## src/design/gpio_bidir_regs.vh

```
// Register map, field positions and reset values for the bidirectional port block
// Function
// - Direction register bit selects pin mode
// - Port c0 direction set as one group
// - Input-mode pin output driver disabled
// - Input-mode read returns pin level
// - Input-mode write still updates latch
// - Output-mode pin drives its latch
// - Write one drives high, zero low
// - Output-mode read returns latch contents
// - Port a0 bits 3,2 read pin level
// - Port a1 direction bit one means output
// - Port a1 direction at 35h, clears 0
// - Port c0 direction at 27h, bit0 only
// - Ports a0, b0, a1 per-pin direction
// - Reset/stop forces input, latches retained
// - Modify-write on a0 loads pin levels
`ifndef GPIO_BIDIR_REGS_VH
`define GPIO_BIDIR_REGS_VH

`define PORT_W 4
`define ADDR_W 8
`define DATA_W 32

// Word indices; byte address is four times the index
`define IDX_PORT_A0 8'h70
`define IDX_PORT_B0 8'h71
`define IDX_PORT_C0 8'h72
`define IDX_PORT_A1 8'h73
`define IDX_DIR_C0 8'h27
`define IDX_DIR_B0 8'h36
`define IDX_DIR_A0 8'h37
`define IDX_DIR_A1 8'h35
`define IDX_CTRL 8'h74

`define DIR_RESET 4'h0
`define GROUP_DIR_BIT 0
`define CTRL_STOP_BIT 0
`define CTRL_CE_BIT 1
`define A0_PIN_READ_MASK 4'hc

// Port select codes
`define SEL_A0 2'h0
`define SEL_B0 2'h1
`define SEL_C0 2'h2
`define SEL_A1 2'h3

`endif

```

## src/design/bidirectional_port_direction_ctrl.v

```verilog
// Top of the bidirectional port block with its Avalon-MM register slave
`timescale 1ns/100ps
`include "gpio_bidir_regs.vh"
module bidirectional_port_direction_ctrl
(
    // Clock, reset, enable
    input wire clk,
    input wire rstn,
    input wire ce,
    // Avalon-MM slave
    input wire [9:0] address,
    input wire read,
    input wire write,
    input wire [3:0] byteenable,
    input wire [31:0] writedata,
    output wire [31:0] readdata,
    output wire waitrequest,
    // Pins of port a0
    input wire [3:0] bidir_port_a0_in,
    output wire [3:0] bidir_port_a0_out,
    output wire [3:0] bidir_port_a0_oe,
    // Pins of port b0
    input wire [3:0] bidir_port_b0_in,
    output wire [3:0] bidir_port_b0_out,
    output wire [3:0] bidir_port_b0_oe,
    // Pins of port c0
    input wire [3:0] bidir_group_port_c0_in,
    output wire [3:0] bidir_group_port_c0_out,
    output wire [3:0] bidir_group_port_c0_oe,
    // Pins of port a1
    input wire [3:0] bidir_port_a1_in,
    output wire [3:0] bidir_port_a1_out,
    output wire [3:0] bidir_port_a1_oe
);

////////////////////////////////////////////////////////////////////////
// Bus phase: a read answers one cycle after it is seen, a write at once
reg rd_done_r;
reg [31:0] rdata_r;
reg [31:0] rdata_nxt;
wire [7:0] idx;
wire is_word;
wire wr_go;
wire rd_go;

assign idx = address[9:2];
assign is_word = (address[1:0] == 2'h0);
assign wr_go = ce && write && !read && byteenable[0];
assign rd_go = ce && read && !write && !rd_done_r;
assign waitrequest = read ? !rd_done_r : 1'b0;
assign readdata = rdata_r;

// Read-modify-write through the modify index is not offered: latches
// of a0 bits 3,2 in output mode are refreshed from pins on any a0 write instead
function [2:0] decode;
    input [7:0] ix;
    begin
        case (ix)
            `IDX_PORT_A0: decode = 3'h1;
            `IDX_PORT_B0: decode = 3'h2;
            `IDX_PORT_C0: decode = 3'h3;
            `IDX_PORT_A1: decode = 3'h4;
            default: decode = 3'h0;
        endcase
    end
endfunction

wire [2:0] wr_port;
assign wr_port = (wr_go && is_word) ? decode(idx) : 3'h0;

////////////////////////////////////////////////////////////////////////
// Soft resets: CE reset and clock stop, one-shot control bits
wire ctrl_we;
wire soft_clr;
assign ctrl_we = wr_go && is_word && (idx == `IDX_CTRL);
assign soft_clr = ctrl_we && (writedata[`CTRL_STOP_BIT] || writedata[`CTRL_CE_BIT]);

////////////////////////////////////////////////////////////////////////
// Direction registers
wire [3:0] dir_a0;
wire [3:0] dir_b0;
wire [3:0] dir_a1;
wire [3:0] dir_c0_reg;
wire [3:0] dir_c0;

dir_reg4 u_dir_a0
(
    .clk(clk),
    .rstn(rstn),
    .ce(ce),
    .soft_clr(soft_clr),
    .we(wr_go && is_word && idx == `IDX_DIR_A0),
    .wmask(4'hf),
    .wdata(writedata[3:0]),
    .dir_r(dir_a0)
);

dir_reg4 u_dir_b0
(
    .clk(clk),
    .rstn(rstn),
    .ce(ce),
    .soft_clr(soft_clr),
    .we(wr_go && is_word && idx == `IDX_DIR_B0),
    .wmask(4'hf),
    .wdata(writedata[3:0]),
    .dir_r(dir_b0)
);

dir_reg4 u_dir_a1
(
    .clk(clk),
    .rstn(rstn),
    .ce(ce),
    .soft_clr(soft_clr),
    .we(wr_go && is_word && idx == `IDX_DIR_A1),
    .wmask(4'hf),
    .wdata(writedata[3:0]),
    .dir_r(dir_a1)
);

// Only bit 0 is stored; upper bits read zero
dir_reg4 u_dir_c0
(
    .clk(clk),
    .rstn(rstn),
    .ce(ce),
    .soft_clr(soft_clr),
    .we(wr_go && is_word && idx == `IDX_DIR_C0),
    .wmask(4'h1),
    .wdata(writedata[3:0]),
    .dir_r(dir_c0_reg)
);

assign dir_c0 = {4{dir_c0_reg[`GROUP_DIR_BIT]}};

////////////////////////////////////////////////////////////////////////
// Port cells
wire [3:0] rd_a0;
wire [3:0] rd_b0;
wire [3:0] rd_c0;
wire [3:0] rd_a1;
wire [3:0] a0_wdata;
wire [3:0] a0_pin_mask;

// A0 bits 3,2 in output mode take the pin level, not the written data
assign a0_pin_mask = `A0_PIN_READ_MASK & dir_a0;
assign a0_wdata = (writedata[3:0] & ~a0_pin_mask) | (bidir_port_a0_in & a0_pin_mask);

port_pin_cell u_a0
(
    .clk(clk),
    .rstn(rstn),
    .ce(ce),
    .latch_we(wr_port == 3'h1),
    .latch_wdata(a0_wdata),
    .dir_out(dir_a0),
    .pin_read_mask(`A0_PIN_READ_MASK),
    .pin_in(bidir_port_a0_in),
    .pin_out(bidir_port_a0_out),
    .pin_oe(bidir_port_a0_oe),
    .rd_value(rd_a0)
);

port_pin_cell u_b0
(
    .clk(clk),
    .rstn(rstn),
    .ce(ce),
    .latch_we(wr_port == 3'h2),
    .latch_wdata(writedata[3:0]),
    .dir_out(dir_b0),
    .pin_read_mask(4'h0),
    .pin_in(bidir_port_b0_in),
    .pin_out(bidir_port_b0_out),
    .pin_oe(bidir_port_b0_oe),
    .rd_value(rd_b0)
);

port_pin_cell u_c0
(
    .clk(clk),
    .rstn(rstn),
    .ce(ce),
    .latch_we(wr_port == 3'h3),
    .latch_wdata(writedata[3:0]),
    .dir_out(dir_c0),
    .pin_read_mask(4'h0),
    .pin_in(bidir_group_port_c0_in),
    .pin_out(bidir_group_port_c0_out),
    .pin_oe(bidir_group_port_c0_oe),
    .rd_value(rd_c0)
);

port_pin_cell u_a1
(
    .clk(clk),
    .rstn(rstn),
    .ce(ce),
    .latch_we(wr_port == 3'h4),
    .latch_wdata(writedata[3:0]),
    .dir_out(dir_a1),
    .pin_read_mask(4'h0),
    .pin_in(bidir_port_a1_in),
    .pin_out(bidir_port_a1_out),
    .pin_oe(bidir_port_a1_oe),
    .rd_value(rd_a1)
);

////////////////////////////////////////////////////////////////////////
// Read mux; unmapped or misaligned reads return zero
always @*
begin
    rdata_nxt = 32'h0;
    if (is_word)
    begin
        case (idx)
            `IDX_PORT_A0: rdata_nxt[3:0] = rd_a0;
            `IDX_PORT_B0: rdata_nxt[3:0] = rd_b0;
            `IDX_PORT_C0: rdata_nxt[3:0] = rd_c0;
            `IDX_PORT_A1: rdata_nxt[3:0] = rd_a1;
            `IDX_DIR_A0: rdata_nxt[3:0] = dir_a0;
            `IDX_DIR_B0: rdata_nxt[3:0] = dir_b0;
            `IDX_DIR_A1: rdata_nxt[3:0] = dir_a1;
            `IDX_DIR_C0: rdata_nxt[3:0] = dir_c0_reg;
            default: rdata_nxt = 32'h0;
        endcase
    end
end

always @(posedge clk or negedge rstn)
begin
    if (!rstn)
    begin
        rd_done_r <= 1'b0;
        rdata_r <= 32'h0;
    end
    else if (ce)
    begin
        rd_done_r <= rd_go;
        if (rd_go)
            rdata_r <= rdata_nxt;
    end
end

endmodule // bidirectional_port_direction_ctrl

```

## src/design/port_pin_cell.v

```verilog
// One 4-bit bidirectional port: latch, pin drive and read select
`timescale 1ns/100ps
`include "gpio_bidir_regs.vh"
module port_pin_cell
(
    // Clock and reset
    input wire clk,
    input wire rstn,
    input wire ce,
    // Latch write
    input wire latch_we,
    input wire [3:0] latch_wdata,
    // Direction and read policy
    input wire [3:0] dir_out,
    input wire [3:0] pin_read_mask,
    // Pins
    input wire [3:0] pin_in,
    output wire [3:0] pin_out,
    output wire [3:0] pin_oe,
    // Read value
    output wire [3:0] rd_value
);

reg [3:0] latch_r;

////////////////////////////////////////////////////////////////////////
// Latch is kept apart from direction, survives soft resets
always @(posedge clk or negedge rstn)
begin
    if (!rstn)
        latch_r <= 4'h0;
    else if (ce && latch_we)
        latch_r <= latch_wdata;
end

assign pin_out = latch_r;
assign pin_oe = dir_out;

genvar i;
generate
    for (i = 0; i < `PORT_W; i = i + 1)
    begin : g_rd
        assign rd_value[i] = (dir_out[i] && !pin_read_mask[i]) ? latch_r[i] : pin_in[i];
    end
endgenerate

endmodule // port_pin_cell

```

## src/design/dir_reg4.v

```verilog
// Four-bit direction register with hard and soft clear
`timescale 1ns/100ps
`include "gpio_bidir_regs.vh"
module dir_reg4
(
    // Clock and reset
    input wire clk,
    input wire rstn,
    input wire ce,
    // Soft clear (CE reset or clock stop)
    input wire soft_clr,
    // Write
    input wire we,
    input wire [3:0] wmask,
    input wire [3:0] wdata,
    // State
    output reg [3:0] dir_r
);

always @(posedge clk or negedge rstn)
begin
    if (!rstn)
        dir_r <= `DIR_RESET;
    else if (ce)
    begin
        if (soft_clr)
            dir_r <= `DIR_RESET;
        else if (we)
            dir_r <= wdata & wmask;
    end
end

endmodule // dir_reg4

```

## config.mk

```make
export PLATFORM = sky130hd
export DESIGN_NAME = bidirectional_port_direction_ctrl
export DESIGN_NICKNAME = d
export VERILOG_FILES = /design/src/design/bidirectional_port_direction_ctrl.v /design/src/design/port_pin_cell.v /design/src/design/dir_reg4.v
export VERILOG_INCLUDE_DIRS = /design/src /design/src/design
export SDC_FILE = /design/constraint.sdc
export NUM_CORES = 1
export LEC_CHECK = 0
export BUFFER_PORTS_ARGS = -buffer_cell sky130_fd_sc_hd__clkbuf_2
export CAP_MARGIN = 20
export CORE_MARGIN = 1.5
export CORE_UTILIZATION = 47
export DETAILED_ROUTE_END_ITERATION = 8
export PLACE_DENSITY = 0.86
export SYNTH_ARGS = -nofsm -noshare
export SYNTH_HDL_FRONTEND = slang
export SYNTH_SLANG_ARGS = --single-unit
```

## constraint.sdc

```tcl
create_clock -name clk -period 2.7 [get_ports clk]
set_clock_uncertainty 0.05 [all_clocks]
set_input_delay 0.54 -clock clk [delete_from_list [all_inputs] [get_ports clk]]
set_output_delay 0.54 -clock clk [all_outputs]
set_load 0.005 [all_outputs]
```

* Word-level counts from Yosys, hierarchy flattened
Index checks and enable logic that the tools add are counted.
Storage, ports and cells: bits in registers 65, bits of input ports 67, word-level logic and storage cells 85, output and inout port bits 65
Operators by class: bitwise logic cells 4, muxes and demuxes 27, equal/unequal tests 13, reductions and logical operators 31
Operator list (count):
- $eq A8 B7 Y1 const B | 5
- $mux W4 | 9
- $eq A8 B6 Y1 const B | 4
- $pmux W4 S8 | 1
- $logic_and A1 B1 Y1 | 17
- $mux W1 | 15
- $pmux W3 S4 | 1
- $reduce_and A2 Y1 | 5
- $and A4 B4 Y4 | 2
- $reduce_bool A2 Y1 | 4
- $eq A3 B2 Y1 const B | 2
- $not A4 Y4 | 1
- $or A4 B4 Y4 | 1
- $eq A3 B1 Y1 const B | 1
- $eq A3 B3 Y1 const B | 1
- $logic_not A1 Y1 | 3
- $mux W3 | 1
- $logic_not A2 Y1 | 1
- $logic_or A1 B1 Y1 | 1

* Longest topological paths before layout
Gate-level depths: netlist (run 1).
depth in word-level cells 8, mapped depth 6

* Hierarchy
Synthesis (run 1) repeated with hierarchy kept, for this count alone.
Second synthesis, totals: cell total of the unflattened synthesis 273, area total of the unflattened synthesis 2882.8 um^2
Modules (own cells, without submodules):
- port_pin_cell | seq. area each 100.1 um^2, area each 281.5 um^2, cells each 21, instances 4
- bidirectional_port_direction_ctrl | seq. area each 125.1 um^2, area each 920.9 um^2, cells each 105, instances 1
- dir_reg4 | seq. area each 100.1 um^2, area each 209.0 um^2, cells each 21, instances 4

* Least setup slack after synthesis (run 1)
No wires, ideal clock.
kind input-to-reg, start input port address[1], end register u_a1.latch_r[1] (netlist: u_a1.pin_out[1]), setup slack 754 ps, arrival 1771 ps, stages on the path 5, cell sequence or2_1 > buf_2 > or2_4 > nor3_4 > mux2_2
Between the ends: longest elaborated chain between the ends 5
Ends and longest elaborated chain:
- from (decl) | line bidirectional_port_direction_ctrl.v:11 | input wire [9:0] address,
- $logic_not A2 Y1 | line bidirectional_port_direction_ctrl.v:47 | assign is_word = (address[1:0] == 2'h0);
- $logic_and A1 B1 Y1 | line bidirectional_port_direction_ctrl.v:69 | assign wr_port = (wr_go && is_word) ? decode(idx) : 3'h0;
- $mux W3 | line bidirectional_port_direction_ctrl.v:69
- $eq A3 B3 Y1 | line bidirectional_port_direction_ctrl.v:200 | .latch_we(wr_port == 3'h4),
- $logic_and A1 B1 Y1 | line port_pin_cell.v:32 | else if (ce && latch_we)
- to (signal assigned) | line port_pin_cell.v:33 | latch_r <= latch_wdata;
- to (decl) | line port_pin_cell.v:24 | reg [3:0] latch_r;
No other way between the ends. A chain may end at the register's enable or synchronous reset.

* Worst setup path in the final report (run 1)
start input port read, end register u_a1.latch_r[2] (netlist: u_a1.pin_out[2])
Between the ends: longest elaborated chain between the ends 7
Ends and longest elaborated chain:
- from (decl) | line bidirectional_port_direction_ctrl.v:12 | input wire read,
- $logic_not A1 Y1 | line bidirectional_port_direction_ctrl.v:48 | assign wr_go = ce && write && !read && byteenable[0];
- $logic_and A1 B1 Y1 (2 in series) | line bidirectional_port_direction_ctrl.v:48
- $logic_and A1 B1 Y1 | line bidirectional_port_direction_ctrl.v:69
- $mux W3 | line bidirectional_port_direction_ctrl.v:69
- $eq A3 B3 Y1 | line bidirectional_port_direction_ctrl.v:200
- $logic_and A1 B1 Y1 | line port_pin_cell.v:32
No other way between the ends.

==> results.toml, run 1 <==
[timing]
hold_viol_final = 0
min_period_ns = 1.978
rsz0062_at_grt = "false"
finalSetupTns_ns = 0
setup_violations = 0
tightest_slew_ns = 0.8624
fin_crit_sh_pct = 73.26
max_freq_mhz = 505.6
final_max_slew_viol_count = 0
timing.slew.headroom_pct = 42.51
holdWs_ns = 0.2859

[yosys]
yosysSeqAreaShare_pct = 38.14
synthTopCellsByArea = "dfrtp_1 38%, mux2_2 12%, buf_4 10%"
postSynthAreaPerCell_um2 = 10.00
synth.top_cell.area_share_pct = 38.14
synth_cells = 223
mappedNetlistArea_um2 = 2231
synth_edf_count = 0
synth_cell_types = 41
async_reset_ff_share_pct = 100.0
ys_ff_latch = 34
synth_ff_type = "dfrtp_1"
synth_common_cells = "34 x dfrtp_1, 31 x buf_4, 23 x mux2_2"
yosysTopAreaCell = "dfrtp_1"
synth.most_common_cell = "dfrtp_1"
ys_warn_count = 0

[setup_path]
r2r_start = "u_dir_c0.dir_r[0]"
crit_required_ns = 2.83
critPathCaptureType = "flop"
worstSetupStartpointType = "input port"
crit_end = "u_a1.pin_out[2]"
r2r_cells = 4
worstPathMaxFanout = 6
crit_path_start = "read"
crit_family = "simple AND/OR/NAND/NOR gates"
slowest_stage = "nor3_4"
path_depth = 5
crit_buf_inv = 1
arrival_ns = 2.11
cp_cell_sequence = "clkbuf_2 -> nand4b_1 -> or2_4 -> nor3_4 -> mux2_2"
rrSetupSlack_ns = 1.18
crit_type = "input port to flop"
worstReg2RegEnd = "readdata[1]"
cpPeakStageDelay_ns = 0.40

[cts]
h-tree-depth = 2
cts_tree = "built"
ctsResizeCount = 0
clock_path_buffers = 2
cts_buffers = 5
holdBufCountCts = 0
clk_latency_ns = 0.30
cts.sink_count = 34
root_buffer = "clkbuf_8"
post-cts-setup-buffer-count = 0
clk_pin_slew_worst_paths_ns = 0.09

[drt]
drc = 0
firstDrtPassIters = 4
first_iter_violations = 198
drtAntennaViolNets = 0
routedWlPerCell_um = 17.01
wl_um = 5836
vias = 1959
avgViaCountPerCell = 5.711

[floorplanning]
dieArea_um2 = 5169
row_count = 24
start_util_pct = 49.86
io_pins = 132
die_width_um = 71.90
core_area_um2 = 4474
fp.dieH_um = 71.90

[layout]
drive_gt1_share_pct = 39.86
final_cells = 343
nNetsFinal = 357
syn_to_final_growth_pct = 16.71
multi_input_area_um2 = 1184
n_antenna_cell = 0
n_fill_cell = 410
seqCellArea_um2 = 850.8

[job]
max_cap_viol_count = 0

[grt]
grt_start_max_net_pins = 35
antenna_found_initial = 0
overflow = 0
grt_pass1_vias = 1755
grt_pass1_wl_um = 8935
track_usage_pct = 22.79

[placement]
post-place-cells = 335
portBuffers = 72
routabilityCongestion = 0.9289
dp_hpwl_um = 4244

[power_and_ir_drop]
peakVddDrop_uv = 499.6
p_leak_nw = 1.305
p_per_area_nw_per_um2 = 426.8

[status]
status = "complete, no violations"

[worst_hold_path]
hp-class = "input port to async pin"
final cells by class:
type / instances / share of cell area (%)
Multi-Input combinational cell: 172 / 45.46
Sequential cell: 34 / 32.68
Timing Repair Buffer: 75 / 14.70
Clock buffer: 5 / 2.643
Tap cell: 52 / 2.499
Clock inverter: 3 / 1.730
Inverter: 2 / 0.2883
cell usage in the layout (no fill, tap or decap), types with 4 or more instances in the layout:
master and instances:
clkbuf_8 5, nor3_1 4, o21ai_0 8, clkbuf_2 72, o21ai_1 10, nand2_1 7
mux2i_1 13, mux2_2 23, nand3_1 14, dfrtp_1 34, a21oi_1 14, nor2_1 8
conb_1 28
stage by stage:
step | util (%) | power [mW] | setup WS (ns) | area, um^2
after floorplan | - | 0.6069 | 0.7539 | 2332
after global placement | 55.65 | 0.6307 | 0.4658 | 2490
after detailed placement | 55.65 | 0.6328 | 0.4237 | 2490
after CTS | 58.19 | 1.111 | 0.7302 | 2604
after global routing | 58.19 | 1.141 | 0.6712 | 2604
final | 58.19 | 1.111 | 0.7220 | 2604
kinds of logic (layout without fill, tap and decap cells):
group / count (synthesis) / after routing / share of synthesized area [%]
and+or+nand+nor: 55 / 55 / 16.27
AOI/OAI and AO/OA: 53 / 53 / 14.64
buffers and inverters: 44 / 85 / 13.35
muxes: 36 / 36 / 17.44
DFF: 34 / 34 / 38.14
other: 1 / 28 / 0.1681
state kept, by name (all words and copies together) (netlist names):
register,count
u_dir_a1.dir_r,4
readdata,4
u_dir_c0.dir_r,1
u_dir_a0.dir_r,4
u_b0.pin_out,4
rd_done_r,1
u_a1.pin_out,4
u_dir_b0.dir_r,4
u_a0.pin_out,4
u_c0.pin_out,4
where the power goes:
part / switching [mW] / internal, mW
Combinational: 0.0723 / 0.0397
Sequential: 0.00246 / 0.511
Clock: 0.211 / 0.275
Total: 0.286 / 0.826
how the worst min path moves through the flow:
stage | start | to | cells after the start
2_1_floorplan | rstn | rd_done_r | 0
3_3_place_gp | u_a0.pin_out[2] | u_a0.pin_out[2] | 1
3_5_place_dp | u_a0.pin_out[2] | u_a0.pin_out[2] | 1
4_1_cts | rstn | u_dir_a1.dir_r[3] | 1
5_1_grt | rstn | u_dir_a1.dir_r[3] | 1
6_report | rstn | u_dir_a1.dir_r[2] | 1
routing by layer:
metal  part of all wire [%]  track usage (%)  vias to the layer above
met5                      0                0                        -
met3                    9.9            5.417                       17
met2                     46            35.70                      133
met4                    2.1            7.757                        0
li1                       -                -                      897
met1                     42            31.31                      912
(Power assumes the default switching activity.)
==> inputs of run 2 (changes only) <==
Settings changed: CORE_UTILIZATION 47 to 40, PLACE_DENSITY 0.86 to 0.78.
Clock period 2.7 ns to 1.6 ns, I/O delays scaled along.
==> run 2 against run 1 <==
Compared with the run above: wire length rose by 5.9%; via count rose by 5.7%; critical path depth rose by 1; clock power rose by 35%; setup slack got worse by 0.66 ns; sequential power rose by 69%; critical endpoint is now u_a1.pin_out[3].
==> results.toml, run 2 (same netlist as run 1, synthesis figures left out) <==
[cts]
holdBufCountCts = 0
h-tree-depth = 2
cts_tree = "built"
cts.sink_count = 34
root_buffer = "clkbuf_8"
clock_path_buffers = 2
clk_pin_slew_worst_paths_ns = 0.07
clk_latency_ns = 0.29
cts_buffers = 5

[layout]
fin_util_pct = 52.86
fin_area_um2 = 2875
n_antenna_cell = 0
nNetsFinal = 391
n_fill_cell = 530
final_cells = 397
syn_to_final_growth_pct = 28.88
drive_gt1_share_pct = 46.15
final_cell_mix = "72 x clkbuf_2, 37 x buf_4, 34 x dfrtp_1"
mostFrequentLayoutCell = "clkbuf_2"

[setup_path]
crit_type = "input port to flop"
critPathCaptureType = "flop"
arrival_ns = 1.66
worstSetupStartpointType = "input port"
crit_required_ns = 1.72
worstPathMaxFanout = 4

[drt]
avgViaCountPerCell = 5.214
wl_um = 6183
drtAntennaViolNets = 0
firstDrtPassIters = 4
routedWlPerCell_um = 15.57
drc = 0
first_iter_violations = 118
vias = 2070

[placement]
placed_area_um2 = 2770
dp_hpwl_um = 4774
post-place-cells = 389
pre_cts_slack_ns = -0.2801
portBuffers = 72
routabilityCongestion = 0.8967

[status]
status = "complete, no violations"

[floorplanning]
dieArea_um2 = 6034
row_count = 27
io_pins = 132
die_width_um = 77.68
core_area_um2 = 5439
start_util_pct = 41.02
fp.dieH_um = 77.68

[timing]
fin_crit_sh_pct = 96.24
min_period_ns = 1.540
max_freq_mhz = 649.4
hold_viol_final = 0
tightest_slew_ns = 0.5079
timing.slew.headroom_pct = 65.78
rsz0062_at_grt = "false"
final_max_slew_viol_count = 0
setup_violations = 0
worst_slack_ns = 0.06020

[grt]
overflow = 0
grt_pass1_vias = 1935
grt_start_max_net_pins = 35
antenna_found_initial = 0
grt_pass1_wl_um = 9880
track_usage_pct = 21.15

[job]
max_cap_viol_count = 0

[power_and_ir_drop]
peakVddDrop_uv = 438.7
finalPower_mw = 1.758
p_per_area_nw_per_um2 = 611.6
p_leak_nw = 1.481

[worst_hold_path]
hp-class = "input port to async pin"
## run 2: changes by cell type in the layout (fill, tap and decap cells not counted)
| cell | change |
|---|---|
| clkbuf_1 | +1 |
| nand3b_2 | -1 |
| clkbuf_8 | +1 |
| clkinv_2 | +1 |
| bufinv_16 | -1 |
| nor3_2 | +1 |
| nor3_1 | -1 |
| clkinvlp_4 | -2 |
| nand3b_4 | +1 |
| buf_4 | +34 |
## run 2: what timing repair did
action	CTS	global route
gates resized for setup	0	2
buffers inserted	0	0
endpoints found under the setup margin	0	7
## run 2: where the power goes
group	leakage (nW)	total (mW)	internal, mW	switching (mW)
registers	0.469	0.867	0.863	0.00373
clock network	0.0482	0.657	0.347	0.310
logic	0.964	0.235	0.102	0.133
## run 2: layout make-up
class                           count  area, um^2  share of cell area, %
Tap cell                           72       90.09                  3.133
Clock buffer                        7       86.33                  3.003
Timing Repair Buffer              109       638.1                  22.19
Inverter                            2       7.507                 0.2611
Multi-Input combinational cell    172        1197                  41.64
Clock inverter                      1       5.005                 0.1741
Sequential cell                    34       850.8                  29.59
## run 2: layer usage
metal	GRT usage [%]	up-vias	share of wire (%)
li1	-	963	-
met1	28.55	999	42
met2	33.83	102	50
met3	4.353	6	7.5
met4	6.727	0	0.89
met5	0	-	0
## run 2: worst paths after layout
kind	startpoint	end	slack, ns	cells past startpoint
max in group asynchronous	rstn	u_b0.pin_out[2]	1.16	2
worst min register to register	u_a0.pin_out[3]	u_a0.pin_out[3]	0.47	1
min in group clk	writedata[2]	u_dir_a1.dir_r[2]	0.30	3
worst max register to register	u_dir_c0.dir_r[0]	readdata[2]	0.17	4
worst min-delay path	rstn	u_dir_a0.dir_r[1]	0.01	2
worst max-delay path	read	u_a1.pin_out[3]	0.06	6
## run 2: critical path: stages
cell      delay (ns)
clkbuf_2        0.09
nand4b_1        0.24
or2_4           0.33
nor3_4          0.19
buf_4           0.17
mux2_2          0.33
## run 2: stage by stage
| step | TNS [ns] | hold WS (ns) |
|---|---|---|
| after global routing | 0 | 0.05905 |
| after detailed placement | -6.079 | 0.3400 |
| after global placement | -5.219 | 0.3286 |
| final | 0 | 0.01237 |
| after floorplan | -0.6544 | -0.02559 |
| after CTS | 0 | 0.03277 |
